**src/stl_pkg.sv**
```systemverilog
// shared constants, enums and bus carriers of the sensor timing logic
// assumes a 100 MHz clock and an AXI4-Lite master with 32-bit data
package stl_pkg;

  // -----------------------------------------------------------------
  // timing
  // -----------------------------------------------------------------
  localparam int CLK_PERIOD_NS = 10;
  localparam int BASE_TICK_NS = 1000000;
  localparam int BASE_TICK_CYC = BASE_TICK_NS / CLK_PERIOD_NS;
  localparam logic [6:0] DIV_LOW = 7'h01;
  localparam logic [6:0] DIV_MID = 7'h0a;
  localparam logic [6:0] DIV_HIGH = 7'h64;
  localparam logic [7:0] SET_MIN = 8'h0a;
  localparam logic [7:0] SET_MAX = 8'h96;
  localparam logic [7:0] SETTLE_TICKS = 8'h14;

  // -----------------------------------------------------------------
  // register map
  // -----------------------------------------------------------------
  localparam int ADDR_W = 8;
  localparam logic [7:0] OFF_CTRL = 8'h00;
  localparam logic [7:0] OFF_TIME = 8'h04;
  localparam logic [7:0] OFF_STATUS = 8'h08;
  localparam int CTRL_FUNC_LSB = 0;
  localparam int CTRL_IDLE_OPEN_BIT = 7;
  localparam int CTRL_RANGE_LSB = 8;
  localparam int CTRL_BRIGHT_BIT = 10;
  localparam int TIME_DELAY_LSB = 0;
  localparam int TIME_HOLD_LSB = 8;
  localparam logic [31:0] CTRL_MASK = 32'h0000_07ff;
  localparam logic [31:0] TIME_MASK = 32'h0000_ffff;
  localparam logic [31:0] CTRL_RST = 32'h0000_04d7;
  localparam logic [31:0] TIME_RST = 32'h0000_0a0a;
  localparam logic [1:0] RESP_OKAY = 2'h0;
  localparam logic [1:0] RESP_SLVERR = 2'h2;

  // -----------------------------------------------------------------
  // function switch patterns, bit 0 is switch one
  // -----------------------------------------------------------------
  localparam logic [6:0] PAT_FOLLOW = 7'h57;
  localparam logic [6:0] PAT_ON_WAIT = 7'h53;
  localparam logic [6:0] PAT_OFF_WAIT = 7'h55;
  localparam logic [6:0] PAT_BOTH_WAIT = 7'h51;
  localparam logic [6:0] PAT_PULSE = 7'h54;
  localparam logic [6:0] PAT_DLY_PULSE = 7'h10;
  localparam logic [6:0] PAT_CAPPED = 7'h43;
  localparam logic [6:0] PAT_OSC = 7'h59;
  localparam logic [6:0] PAT_EDGE_LATCH = 7'h76;
  localparam logic [6:0] PAT_LEVEL_LATCH = 7'h77;
  localparam logic [6:0] PAT_DLY_LATCH = 7'h73;
  localparam logic [6:0] PAT_CAP_LATCH = 7'h63;

  typedef enum logic [3:0] {
    FN_FOLLOW, FN_ON_WAIT, FN_OFF_WAIT, FN_BOTH_WAIT, FN_PULSE, FN_DLY_PULSE,
    FN_CAPPED, FN_OSC, FN_EDGE_LATCH, FN_LEVEL_LATCH, FN_DLY_LATCH, FN_CAP_LATCH, FN_NONE
  } stl_func_e;

  typedef enum logic [2:0] {
    SQ_IDLE, SQ_DELAY, SQ_ON, SQ_HOLD, SQ_PULSE, SQ_LOCK, SQ_LATCH
  } stl_seq_e;

  typedef struct packed {
    logic awvalid;
    logic [ADDR_W-1:0] awaddr;
    logic wvalid;
    logic [31:0] wdata;
    logic [3:0] wstrb;
    logic bready;
    logic arvalid;
    logic [ADDR_W-1:0] araddr;
    logic rready;
  } stl_axi_req_s;

  typedef struct packed {
    logic awready;
    logic wready;
    logic bvalid;
    logic [1:0] bresp;
    logic arready;
    logic rvalid;
    logic [31:0] rdata;
    logic [1:0] rresp;
  } stl_axi_rsp_s;

endpackage

```
**src/stl_sync.sv**
```systemverilog
// two-stage synchroniser for the sensor and auxiliary pins
// assumes pins asynchronous to clk; only stage two is read outside
`timescale 1ns/10ps
module stl_sync (
  input wire logic clk,
  input wire logic sys_rst,
  input wire logic [1:0] pin_raw,
  output logic [1:0] pin_sync
);

  typedef struct packed {
    logic [1:0] meta;
    logic [1:0] held;
  } stl_sync_s;

  stl_sync_s s_ff;
  stl_sync_s nxt_s;

  always_comb begin
    nxt_s.meta = pin_raw;
    nxt_s.held = s_ff.meta;
  end

  always_ff @(posedge clk) begin
    if (sys_rst) begin
      s_ff <= '0;
    end else begin
      s_ff <= nxt_s;
    end
  end

  assign pin_sync = s_ff.held;

endmodule

```
**src/stl_tick.sv**
```systemverilog
// timebase: 1 ms base tick and a range tick of 1, 10 or 100 ms
// assumes range_sel from the control register on the same clock
`timescale 1ns/10ps
module stl_tick #(
  parameter int BASE_CYC = stl_pkg::BASE_TICK_CYC
) (
  input wire logic clk,
  input wire logic sys_rst,
  input wire logic [1:0] range_sel,
  output logic base_tick,
  output logic range_tick
);

  typedef struct packed {
    logic [23:0] pre;
    logic [6:0] div;
    logic base;
    logic rtick;
  } stl_tick_s;

  stl_tick_s s_ff;
  stl_tick_s nxt_s;
  logic [6:0] div_lim;

  always_comb begin
    nxt_s = s_ff;
    nxt_s.base = 1'b0;
    nxt_s.rtick = 1'b0;
    // both range bits set falls back to the longest range
    if (range_sel[1]) begin
      div_lim = stl_pkg::DIV_HIGH;
    end else if (range_sel[0]) begin
      div_lim = stl_pkg::DIV_MID;
    end else begin
      div_lim = stl_pkg::DIV_LOW;
    end
    if (s_ff.pre >= 24'(BASE_CYC - 1)) begin
      nxt_s.pre = '0;
      nxt_s.base = 1'b1;
      if (s_ff.div >= 7'(div_lim - 7'h01)) begin
        nxt_s.div = '0;
        nxt_s.rtick = 1'b1;
      end else begin
        nxt_s.div = 7'(s_ff.div + 7'h01);
      end
    end else begin
      nxt_s.pre = 24'(s_ff.pre + 24'h000001);
    end
  end

  always_ff @(posedge clk) begin
    if (sys_rst) begin
      s_ff <= '0;
    end else begin
      s_ff <= nxt_s;
    end
  end

  assign base_tick = s_ff.base;
  assign range_tick = s_ff.rtick;

endmodule

```
**src/stl_core.sv**
```systemverilog
// sensor timing logic: twelve output functions behind an AXI4-Lite slave
// assumes raw pins asynchronous to clk, aux_n low means asserted
//
// Summary of operation
// - follow mode copies input to output
// - follow mode: auxiliary forces output off
// - on-wait: output after continuous delay time
// - on-wait: auxiliary cancels output, clears timer
// - off-wait: on at once, off after hold
// - off-wait: auxiliary blocks start, finishes hold
// - combined wait: on-delay then off-hold
// - combined wait: auxiliary resets delay, finishes hold
// - single pulse of hold length on edge
// - single pulse: auxiliary blocks trigger only
// - delayed pulse: edge, delay, then hold pulse
// - delayed pulse: auxiliary aborts delay, not pulse
// - capped follow: off after hold time
// - capped follow: auxiliary cancels, release restarts
// - oscillate: delay then hold, repeating
// - oscillate: removal lets pulse finish
// - oscillate: auxiliary cancels, hold finishes
// - edge latch: onset latches, auxiliary clears
// - level latch: presence latches, auxiliary clears
// - delay latch: delay then latch, auxiliary clears
// - capped latch: timer cleared only by auxiliary
// - bright or shadow input sense selectable
// - three shared ranges, independent delay, hold
// - output polarity idle open or closed
// - seven-bit pattern selects one function
`timescale 1ns/10ps
module stl_core #(
  parameter int BASE_CYC = stl_pkg::BASE_TICK_CYC
) (
  input wire logic clk,
  input wire logic sys_rst,
  input wire logic sense_in,
  input wire logic aux_n,
  input wire stl_pkg::stl_axi_req_s axi_req,
  output stl_pkg::stl_axi_rsp_s axi_rsp,
  output logic out_drive
);

  // -----------------------------------------------------------------
  // state
  // -----------------------------------------------------------------
  typedef struct packed {
    logic aw_rdy;
    logic aw_hold;
    logic [stl_pkg::ADDR_W-1:0] aw_addr;
    logic w_rdy;
    logic w_hold;
    logic [31:0] w_data;
    logic [3:0] w_strb;
    logic bvalid;
    logic [1:0] bresp;
    logic ar_rdy;
    logic rvalid;
    logic [31:0] rdata;
    logic [1:0] rresp;
    logic [31:0] ctrl;
    logic [31:0] tset;
    stl_pkg::stl_seq_e seq;
    logic [7:0] cnt;
    logic act_prev;
    logic [7:0] settle;
    logic settled;
    logic out_log;
    logic out_pin;
  } stl_core_s;

  stl_core_s s_ff;
  stl_core_s nxt_s;

  logic [1:0] pins;
  logic base_tick;
  logic range_tick;
  logic light;
  logic aux;
  logic act;
  logic go;
  logic trig;
  stl_pkg::stl_func_e fn;
  logic [7:0] dly;
  logic [7:0] hld;
  logic done_d;
  logic done_h;
  logic clr;
  logic run;
  logic mode_chg;
  logic [31:0] status_w;

  // -----------------------------------------------------------------
  // helpers
  // -----------------------------------------------------------------
  function automatic logic [31:0] wmerge(input logic [31:0] old, input logic [31:0] dat,
                                         input logic [3:0] strb);
    logic [31:0] res;
    res = old;
    for (int i = 0; i < 4; i++) begin
      if (strb[i]) begin
        res[i*8 +: 8] = dat[i*8 +: 8];
      end
    end
    return res;
  endfunction

  // settings outside the adjustable span are pulled to its ends
  function automatic logic [7:0] clamp_set(input logic [7:0] v);
    if (v < stl_pkg::SET_MIN) begin
      return stl_pkg::SET_MIN;
    end else if (v > stl_pkg::SET_MAX) begin
      return stl_pkg::SET_MAX;
    end
    return v;
  endfunction

  function automatic stl_pkg::stl_func_e func_decode(input logic [6:0] p);
    unique case (p)
      stl_pkg::PAT_FOLLOW: return stl_pkg::FN_FOLLOW;
      stl_pkg::PAT_ON_WAIT: return stl_pkg::FN_ON_WAIT;
      stl_pkg::PAT_OFF_WAIT: return stl_pkg::FN_OFF_WAIT;
      stl_pkg::PAT_BOTH_WAIT: return stl_pkg::FN_BOTH_WAIT;
      stl_pkg::PAT_PULSE: return stl_pkg::FN_PULSE;
      stl_pkg::PAT_DLY_PULSE: return stl_pkg::FN_DLY_PULSE;
      stl_pkg::PAT_CAPPED: return stl_pkg::FN_CAPPED;
      stl_pkg::PAT_OSC: return stl_pkg::FN_OSC;
      stl_pkg::PAT_EDGE_LATCH: return stl_pkg::FN_EDGE_LATCH;
      stl_pkg::PAT_LEVEL_LATCH: return stl_pkg::FN_LEVEL_LATCH;
      stl_pkg::PAT_DLY_LATCH: return stl_pkg::FN_DLY_LATCH;
      stl_pkg::PAT_CAP_LATCH: return stl_pkg::FN_CAP_LATCH;
      default: return stl_pkg::FN_NONE;
    endcase
  endfunction

  stl_sync u_sync (
    .clk(clk),
    .sys_rst(sys_rst),
    .pin_raw({aux_n, sense_in}),
    .pin_sync(pins)
  );

  stl_tick #(
    .BASE_CYC(BASE_CYC)
  ) u_tick (
    .clk(clk),
    .sys_rst(sys_rst),
    .range_sel(s_ff.ctrl[stl_pkg::CTRL_RANGE_LSB +: 2]),
    .base_tick(base_tick),
    .range_tick(range_tick)
  );

  // -----------------------------------------------------------------
  // next state
  // -----------------------------------------------------------------
  always_comb begin
    nxt_s = s_ff;
    mode_chg = 1'b0;
    clr = 1'b0;
    run = 1'b1;
    light = pins[0];
    aux = ~pins[1];
    act = s_ff.ctrl[stl_pkg::CTRL_BRIGHT_BIT] ? light : ~light;
    go = act & ~aux;
    trig = act & ~s_ff.act_prev & ~aux;
    fn = func_decode(s_ff.ctrl[stl_pkg::CTRL_FUNC_LSB +: 7]);
    dly = clamp_set(s_ff.tset[stl_pkg::TIME_DELAY_LSB +: 8]);
    hld = clamp_set(s_ff.tset[stl_pkg::TIME_HOLD_LSB +: 8]);
    done_d = s_ff.cnt >= dly;
    done_h = s_ff.cnt >= hld;
    status_w = '0;
    status_w[0] = s_ff.out_log;
    status_w[1] = act;
    status_w[2] = aux;
    status_w[3] = s_ff.settled;
    status_w[4] = fn != stl_pkg::FN_NONE;
    status_w[10:8] = s_ff.seq;
    status_w[23:16] = s_ff.cnt;

    // bus write channels taken in either order
    if (s_ff.aw_rdy && axi_req.awvalid) begin
      nxt_s.aw_hold = 1'b1;
      nxt_s.aw_addr = axi_req.awaddr;
    end
    if (s_ff.w_rdy && axi_req.wvalid) begin
      nxt_s.w_hold = 1'b1;
      nxt_s.w_data = axi_req.wdata;
      nxt_s.w_strb = axi_req.wstrb;
    end
    if (s_ff.bvalid && axi_req.bready) begin
      nxt_s.bvalid = 1'b0;
    end
    if (s_ff.aw_hold && s_ff.w_hold && !s_ff.bvalid) begin
      nxt_s.aw_hold = 1'b0;
      nxt_s.w_hold = 1'b0;
      nxt_s.bvalid = 1'b1;
      nxt_s.bresp = stl_pkg::RESP_OKAY;
      if (s_ff.aw_addr == stl_pkg::OFF_CTRL) begin
        nxt_s.ctrl = wmerge(s_ff.ctrl, s_ff.w_data, s_ff.w_strb) & stl_pkg::CTRL_MASK;
        mode_chg = nxt_s.ctrl[6:0] != s_ff.ctrl[6:0];
      end else if (s_ff.aw_addr == stl_pkg::OFF_TIME) begin
        nxt_s.tset = wmerge(s_ff.tset, s_ff.w_data, s_ff.w_strb) & stl_pkg::TIME_MASK;
      end else if (s_ff.aw_addr != stl_pkg::OFF_STATUS) begin
        nxt_s.bresp = stl_pkg::RESP_SLVERR;
      end
    end

    // bus read
    if (s_ff.rvalid && axi_req.rready) begin
      nxt_s.rvalid = 1'b0;
    end
    if (s_ff.ar_rdy && axi_req.arvalid) begin
      nxt_s.rvalid = 1'b1;
      nxt_s.rresp = stl_pkg::RESP_OKAY;
      nxt_s.rdata = '0;
      if (axi_req.araddr == stl_pkg::OFF_CTRL) begin
        nxt_s.rdata = s_ff.ctrl;
      end else if (axi_req.araddr == stl_pkg::OFF_TIME) begin
        nxt_s.rdata = s_ff.tset;
      end else if (axi_req.araddr == stl_pkg::OFF_STATUS) begin
        nxt_s.rdata = status_w;
      end else begin
        nxt_s.rresp = stl_pkg::RESP_SLVERR;
      end
    end

    // sequencer; states that a branch does not list fall back to idle
    nxt_s.act_prev = act;
    unique case (fn)
      stl_pkg::FN_FOLLOW: begin
        nxt_s.seq = stl_pkg::SQ_IDLE;
      end
      stl_pkg::FN_ON_WAIT, stl_pkg::FN_DLY_LATCH: begin
        unique case (s_ff.seq)
          stl_pkg::SQ_IDLE: if (go) begin
            nxt_s.seq = stl_pkg::SQ_DELAY;
            clr = 1'b1;
          end
          stl_pkg::SQ_DELAY: if (!go) begin
            nxt_s.seq = stl_pkg::SQ_IDLE;
          end else if (done_d) begin
            nxt_s.seq = (fn == stl_pkg::FN_ON_WAIT) ? stl_pkg::SQ_ON : stl_pkg::SQ_LATCH;
          end
          stl_pkg::SQ_ON: if (!go) begin
            nxt_s.seq = stl_pkg::SQ_IDLE;
          end
          stl_pkg::SQ_LATCH: if (aux) begin
            nxt_s.seq = stl_pkg::SQ_IDLE;
          end
          default: nxt_s.seq = stl_pkg::SQ_IDLE;
        endcase
      end
      // on, then hold after loss or inhibit
      stl_pkg::FN_OFF_WAIT, stl_pkg::FN_BOTH_WAIT: begin
        unique case (s_ff.seq)
          stl_pkg::SQ_IDLE: if (go) begin
            nxt_s.seq = (fn == stl_pkg::FN_OFF_WAIT) ? stl_pkg::SQ_ON : stl_pkg::SQ_DELAY;
            clr = 1'b1;
          end
          stl_pkg::SQ_DELAY: if (!go) begin
            nxt_s.seq = stl_pkg::SQ_IDLE;
          end else if (done_d) begin
            nxt_s.seq = stl_pkg::SQ_ON;
          end
          stl_pkg::SQ_ON: if (!go) begin
            nxt_s.seq = stl_pkg::SQ_HOLD;
            clr = 1'b1;
          end
          stl_pkg::SQ_HOLD: if (go) begin
            nxt_s.seq = stl_pkg::SQ_ON;
          end else if (done_h) begin
            nxt_s.seq = stl_pkg::SQ_IDLE;
          end
          default: nxt_s.seq = stl_pkg::SQ_IDLE;
        endcase
      end
      // single and delayed pulse, edge triggered
      stl_pkg::FN_PULSE, stl_pkg::FN_DLY_PULSE: begin
        unique case (s_ff.seq)
          stl_pkg::SQ_IDLE: if (trig) begin
            nxt_s.seq = (fn == stl_pkg::FN_PULSE) ? stl_pkg::SQ_PULSE : stl_pkg::SQ_DELAY;
            clr = 1'b1;
          end
          stl_pkg::SQ_DELAY: if (aux) begin
            nxt_s.seq = stl_pkg::SQ_IDLE;
          end else if (done_d) begin
            nxt_s.seq = stl_pkg::SQ_PULSE;
            clr = 1'b1;
          end
          stl_pkg::SQ_PULSE: if (done_h) begin
            nxt_s.seq = stl_pkg::SQ_IDLE;
          end
          default: nxt_s.seq = stl_pkg::SQ_IDLE;
        endcase
      end
      stl_pkg::FN_CAPPED: begin
        unique case (s_ff.seq)
          stl_pkg::SQ_IDLE: if (go) begin
            nxt_s.seq = stl_pkg::SQ_ON;
            clr = 1'b1;
          end
          stl_pkg::SQ_ON: if (!go) begin
            nxt_s.seq = stl_pkg::SQ_IDLE;
          end else if (done_h) begin
            nxt_s.seq = stl_pkg::SQ_LOCK;
          end
          stl_pkg::SQ_LOCK: if (!go) begin
            nxt_s.seq = stl_pkg::SQ_IDLE;
          end
          default: nxt_s.seq = stl_pkg::SQ_IDLE;
        endcase
      end
      stl_pkg::FN_OSC: begin
        unique case (s_ff.seq)
          stl_pkg::SQ_IDLE: if (go) begin
            nxt_s.seq = stl_pkg::SQ_DELAY;
            clr = 1'b1;
          end
          stl_pkg::SQ_DELAY: if (!go) begin
            nxt_s.seq = stl_pkg::SQ_IDLE;
          end else if (done_d) begin
            nxt_s.seq = stl_pkg::SQ_PULSE;
            clr = 1'b1;
          end
          stl_pkg::SQ_PULSE: if (done_h) begin
            nxt_s.seq = go ? stl_pkg::SQ_DELAY : stl_pkg::SQ_IDLE;
            clr = 1'b1;
          end
          default: nxt_s.seq = stl_pkg::SQ_IDLE;
        endcase
      end
      stl_pkg::FN_EDGE_LATCH, stl_pkg::FN_LEVEL_LATCH: begin
        unique case (s_ff.seq)
          stl_pkg::SQ_IDLE: if ((fn == stl_pkg::FN_EDGE_LATCH) ? trig : go) begin
            nxt_s.seq = stl_pkg::SQ_LATCH;
          end
          stl_pkg::SQ_LATCH: if (aux) begin
            nxt_s.seq = stl_pkg::SQ_IDLE;
          end
          default: nxt_s.seq = stl_pkg::SQ_IDLE;
        endcase
      end
      // timer runs only while input present, cleared by auxiliary
      stl_pkg::FN_CAP_LATCH: begin
        run = act;
        unique case (s_ff.seq)
          stl_pkg::SQ_IDLE: if (go) begin
            nxt_s.seq = stl_pkg::SQ_ON;
            clr = 1'b1;
          end
          stl_pkg::SQ_ON: if (aux) begin
            nxt_s.seq = stl_pkg::SQ_IDLE;
          end else if (done_h) begin
            nxt_s.seq = stl_pkg::SQ_LOCK;
          end
          stl_pkg::SQ_LOCK: if (aux) begin
            nxt_s.seq = stl_pkg::SQ_IDLE;
          end
          default: nxt_s.seq = stl_pkg::SQ_IDLE;
        endcase
      end
      default: nxt_s.seq = stl_pkg::SQ_IDLE;
    endcase

    // power-up settle and function change restart the sequence
    if (!s_ff.settled || mode_chg) begin
      nxt_s.seq = stl_pkg::SQ_IDLE;
      clr = 1'b1;
    end
    if (!s_ff.settled && base_tick) begin
      nxt_s.settle = 8'(s_ff.settle + 8'h01);
    end
    nxt_s.settled = nxt_s.settle >= stl_pkg::SETTLE_TICKS;

    if (clr) begin
      nxt_s.cnt = '0;
    end else if (range_tick && run && s_ff.cnt != 8'hff) begin
      nxt_s.cnt = 8'(s_ff.cnt + 8'h01);
    end

    // follow is the gated input itself
    if (fn == stl_pkg::FN_FOLLOW) begin
      nxt_s.out_log = go && !mode_chg && s_ff.settled;
    end else if (fn == stl_pkg::FN_CAP_LATCH && nxt_s.seq == stl_pkg::SQ_ON) begin
      nxt_s.out_log = act;
    end else begin
      nxt_s.out_log = nxt_s.seq inside {stl_pkg::SQ_ON, stl_pkg::SQ_HOLD, stl_pkg::SQ_PULSE,
                                        stl_pkg::SQ_LATCH};
    end
    // output polarity, held low until settled
    nxt_s.out_pin = nxt_s.settled && (nxt_s.out_log ~^ nxt_s.ctrl[stl_pkg::CTRL_IDLE_OPEN_BIT]);

    nxt_s.aw_rdy = !nxt_s.aw_hold && !nxt_s.bvalid;
    nxt_s.w_rdy = !nxt_s.w_hold && !nxt_s.bvalid;
    nxt_s.ar_rdy = !nxt_s.rvalid;
  end

  always_ff @(posedge clk) begin
    if (sys_rst) begin
      st_reset: s_ff <= '0;
      s_ff.ctrl <= stl_pkg::CTRL_RST;
      s_ff.tset <= stl_pkg::TIME_RST;
    end else begin
      s_ff <= nxt_s;
    end
  end

  assign axi_rsp.awready = s_ff.aw_rdy;
  assign axi_rsp.wready = s_ff.w_rdy;
  assign axi_rsp.bvalid = s_ff.bvalid;
  assign axi_rsp.bresp = s_ff.bresp;
  assign axi_rsp.arready = s_ff.ar_rdy;
  assign axi_rsp.rvalid = s_ff.rvalid;
  assign axi_rsp.rdata = s_ff.rdata;
  assign axi_rsp.rresp = s_ff.rresp;
  assign out_drive = s_ff.out_pin;
endmodule

```
**config.mk**
```make
export PLATFORM = sky130hd
export DESIGN_NAME = stl_core
export DESIGN_NICKNAME = d
export VERILOG_FILES = /design/src/stl_pkg.sv /design/src/stl_sync.sv /design/src/stl_tick.sv /design/src/stl_core.sv
export SDC_FILE = /design/constraint.sdc
export NUM_CORES = 1
export LEC_CHECK = 0
export ABC_AREA = 1
export ABC_CLOCK_PERIOD_IN_PS = 3540
export BUFFER_PORTS_ARGS = -buffer_cell sky130_fd_sc_hd__buf_2
export CORE_UTILIZATION = 36
export CTS_BUF_LIST = sky130_fd_sc_hd__clkbuf_2
export CTS_CLUSTER_SIZE = 12
export DETAILED_ROUTE_END_ITERATION = 12
export HOLD_SLACK_MARGIN = 0.12
export PLACE_DENSITY = 0.58
export SKIP_LAST_GASP = 1
export SLEW_MARGIN = 15
export SYNTH_ARGS = -nofsm -noshare
export SYNTH_HDL_FRONTEND = slang
export SYNTH_SLANG_ARGS = --single-unit
export TNS_END_PERCENT = 5
```
**constraint.sdc**
```tcl
create_clock -name clk -period 3.54 [get_ports clk]
set_clock_uncertainty 0.05 [all_clocks]
set_input_delay 0.354 -clock clk [delete_from_list [all_inputs] [get_ports clk]]
set_output_delay 0.354 -clock clk [all_outputs]
set_load 0.03 [all_outputs]
```
==> results.toml <==
[status]
status = "complete, no violations"

[worst_hold_path]
whs_endpoint = "s_ff[135]$_SDFFE_PP0P_"
holdPathStages = 3
worstHoldPathType = "primary input to flop"
hp-start = "axi_req[47]"

[floorplan]
dieArea_sq_mm = 0.0216
die_y_um = 147
core_area_sq_mm = 0.0204
die_w_um = 147
start_util = 0.371
fp-row-count = 52
io-pin-count = 103

[sta]
period_minus_slack_ns = 3.14
setup_viol = 0
rsz0062_at_grt = "false"
tns_ns = 0
drv_slew = 0
fmax_mhz = 318
worst_pin_slew_ns = 0.971
hold_violations = 0
relSlewSlack = 0.352
fin_crit_sh = 0.888

[clocking]
cts_tree = "built"
clock_path_buffers = 2
insertion_delay_ns = 0.71
clockRootBuffer = "clkbuf_2"
htree_levels = 4
cts_made_buffers = 17
clkTransAtPathRegs_ns = 0.23
cts_sinks = 146

[worst_setup_path]
end_kind = "flop"
path_class = "flop to flop"
start_kind = "flop"
reg2reg_slack_ns = 0.40
crit_path_max_fanout = 4
crit_arrival_ns = 3.73
rr_worst_depth = 25
crit_path_max_incr_delay_ns = 0.40
r2r_end = "out_drive$_SDFF_PP0_"
crit_required_ns = 4.13
r2r_start = "s_ff[36]$_SDFFE_PP0P_"
slowest_stage = "dfxtp_1"
critPathMostFrequentCell = "nand2_1"

[global_route]
antenna_found_initial = 1
grt_usage = 0.183
grt_start_max_net_pins = 46
first_global_vias = 6548
grt.overflow.total = 0
grt_pass1_wl_um = 31600

[power]
p_int_mw = 2.28
power_leakage_nw = 3.87
p_sw_mw = 0.834
power_density_mw_per_mm2 = 357
combPwrFrac = 0.093
power_mw = 3.11
vdd_ir_drop_max_v = 0.000198
pwr-share-clk = 0.352
p_seq_frac = 0.555
p_sw_frac = 0.268

[synthesis]
synth_edf_count = 0
synthCells = 1067
yosysSeqAreaShare = 0.386
synth.distinct_cells = 50
synth_warnings = 0
ys_async_sr_fraction = 0
synth_area_per_cell_sq_um = 7.10
synth_top_flop_cell = "dfxtp_1"
synth_area_sq_mm = 0.00757
yosysTopAreaCell = "dfxtp_1"
ys_ff_latch = 146
synth_area_leaders = "dfxtp_1 (39%), nand2_1 (9.2%), nor2_1 (7.4%)"
yosysTopAreaCellShare = 0.386

[drt]
viasPerCell = 4.80
final_antenna_net_count = 0
drtIter0Drc = 428
drt-pass1-iter-count = 5
routed_wl_um = 19000
wl_per_cell_um = 13.2
vias = 6948
drc_errors = 0

[place]
placed_cells = 1364
gp_congestion = 0.869
numPortBuffers = 74
dpl.hpwl_um = 13900
placed_cell_area_sq_mm = 0.00796

[cells_and_area]
fin_cells = 1446
layout-drive-gt1-share = 0.122
nets = 1249
fin_area_sq_mm = 0.00873
syn2layout_area_growth_pct = 15.3

[run]
cap_violations = 0
-- flip-flops by register name, summed over array words and instances, names as in the netlist --
register           cells
s_ff                  77
axi_rsp               31
u_tick.s_ff           31
u_sync.nxt_s           2
u_sync.pin_sync        2
out_drive              1
u_tick.base_tick       1
u_tick.range_tick      1
-- layout make-up --
cell class	count	area, sq um
clock buffer	19	95.1
clock inverter	13	184
timing repair buffer	127	886
antenna	2	5.00
sequential	146	2920
inverter	143	537
tap	270	338
fill	2175	11700
multi-input combinational	726	3760
-- Yosys cell counts, types with 2 or more instances --
| cell | n |
|---|---|
| nand2_1 | 186 |
| nor2_1 | 149 |
| dfxtp_1 | 146 |
| inv_1 | 134 |
| a21oi_1 | 67 |
| o21ai_0 | 67 |
| nand3_1 | 46 |
| buf_4 | 43 |
| nor3_1 | 31 |
| ha_1 | 27 |
| nand4_1 | 26 |
| clkbuf_1 | 21 |
| o211ai_1 | 13 |
| xor2_1 | 12 |
| nor4_1 | 10 |
| a211oi_1 | 8 |
| nor3b_1 | 8 |
| inv_2 | 7 |
| o221ai_1 | 7 |
| nor2_2 | 6 |
| a31oi_1 | 4 |
| nand2_2 | 4 |
| o21a_1 | 4 |
| buf_1 | 3 |
| o21ai_2 | 3 |
| o22ai_1 | 3 |
| a21o_1 | 2 |
| buf_2 | 2 |
| clkinv_1 | 2 |
| conb_1 | 2 |
| nand3_2 | 2 |
| nand3b_1 | 2 |
| nor3_4 | 2 |
| xnor2_1 | 2 |
-- layer usage --
layer	vias to the layer above	GRT usage	part of all wire	routed length, um
met5	-	0	0	0
met4	0	0.0588	0.016	312
met3	22	0.0376	0.043	817
met2	149	0.310	0.47	8860
met1	3142	0.232	0.47	9040
li1	3635	-	-	-
-- worst max-delay path, delay by kind of cell (launching register included) --
kind                       cells  cell delay, ns
AOI/OAI and AO/OA              1            0.18
buffers and inverters          2            0.31
adders and majority gates      1            0.27
DFF                            1            0.40
and+or+nand+nor               21            1.85
-- how the worst max path moves through the flow --
stage	start	to	slack (ns)	cells after the start
after floorplan	s_ff[36]$_SDFFE_PP0P_	out_drive$_SDFF_PP0_	0.94	25
after global placement	s_ff[36]$_SDFFE_PP0P_	out_drive$_SDFF_PP0_	0.46	22
after detailed placement	s_ff[36]$_SDFFE_PP0P_	out_drive$_SDFF_PP0_	0.38	23
after CTS	s_ff[36]$_SDFFE_PP0P_	out_drive$_SDFF_PP0_	0.32	23
after global routing	s_ff[36]$_SDFFE_PP0P_	out_drive$_SDFF_PP0_	0.04	25
final	s_ff[36]$_SDFFE_PP0P_	out_drive$_SDFF_PP0_	0.40	25
-- metrics by stage --
step / worst slack, ns / hold slack [ns] / util
finish: 0.397 / 0.361 / 0.427
global route: 0.0375 / 0.307 / 0.427
CTS: 0.321 / 0.285 / 0.427
detailed placement: 0.380 / 0.346 / 0.390
global placement: 0.461 / 0.345 / 0.390
floorplan: 0.940 / 0.338 / -
-- cell families (layout without fill, tap and decap cells) --
logic type	after synthesis	in the layout	synth area share
AND/OR/NAND/NOR	480	480	0.284
flip-flops	146	146	0.386
buffers and inverters	212	302	0.127
other	2	21	0.000992
XOR/XNOR	14	14	0.0162
adder cells (fa/ha/maj)	27	27	0.0446
AO/OA/AOI/OAI	186	186	0.141
-- what timing repair did --
item                                    CTS  global route
resized for setup                         0             1
setup buffers                             0             1
hold buffers                             47             0
hold endpoints to repair                 69             0
endpoints found under the setup margin    0             1
-- cells in the final DEF (no fill, tap or decap), types with 4 or more instances in the layout --
cell           count
a31oi_1            4
nor3_1            31
a211oi_1           8
buf_2             74
nand2_1          186
nor4_1             9
a21oi_1           67
inv_2              7
o21a_1             4
dlygate4sd3_1     47
nor3b_1            8
dfxtp_1          146
clkbuf_2          19
xor2_1            12
bufinv_16          4
nand2_2            4
nand3_1           46
ha_1              27
o21ai_0           67
nor2_1           148
conb_1            19
buf_4              6
nand4_1           26
nor2_2             7
o221ai_1           7
o211ai_1          13
inv_1            134
-- power by group through the flow --
stage	sequential [mW]	combinational [mW]	clock [mW]
floorplan	1.75	0.200	0
finish	1.73	0.288	1.10
CTS	1.73	0.287	1.13
detailed placement	1.76	0.247	0
global route	1.74	0.328	1.20
global placement	1.76	0.244	0
Note: power is estimated with default switching activity, not from simulation.
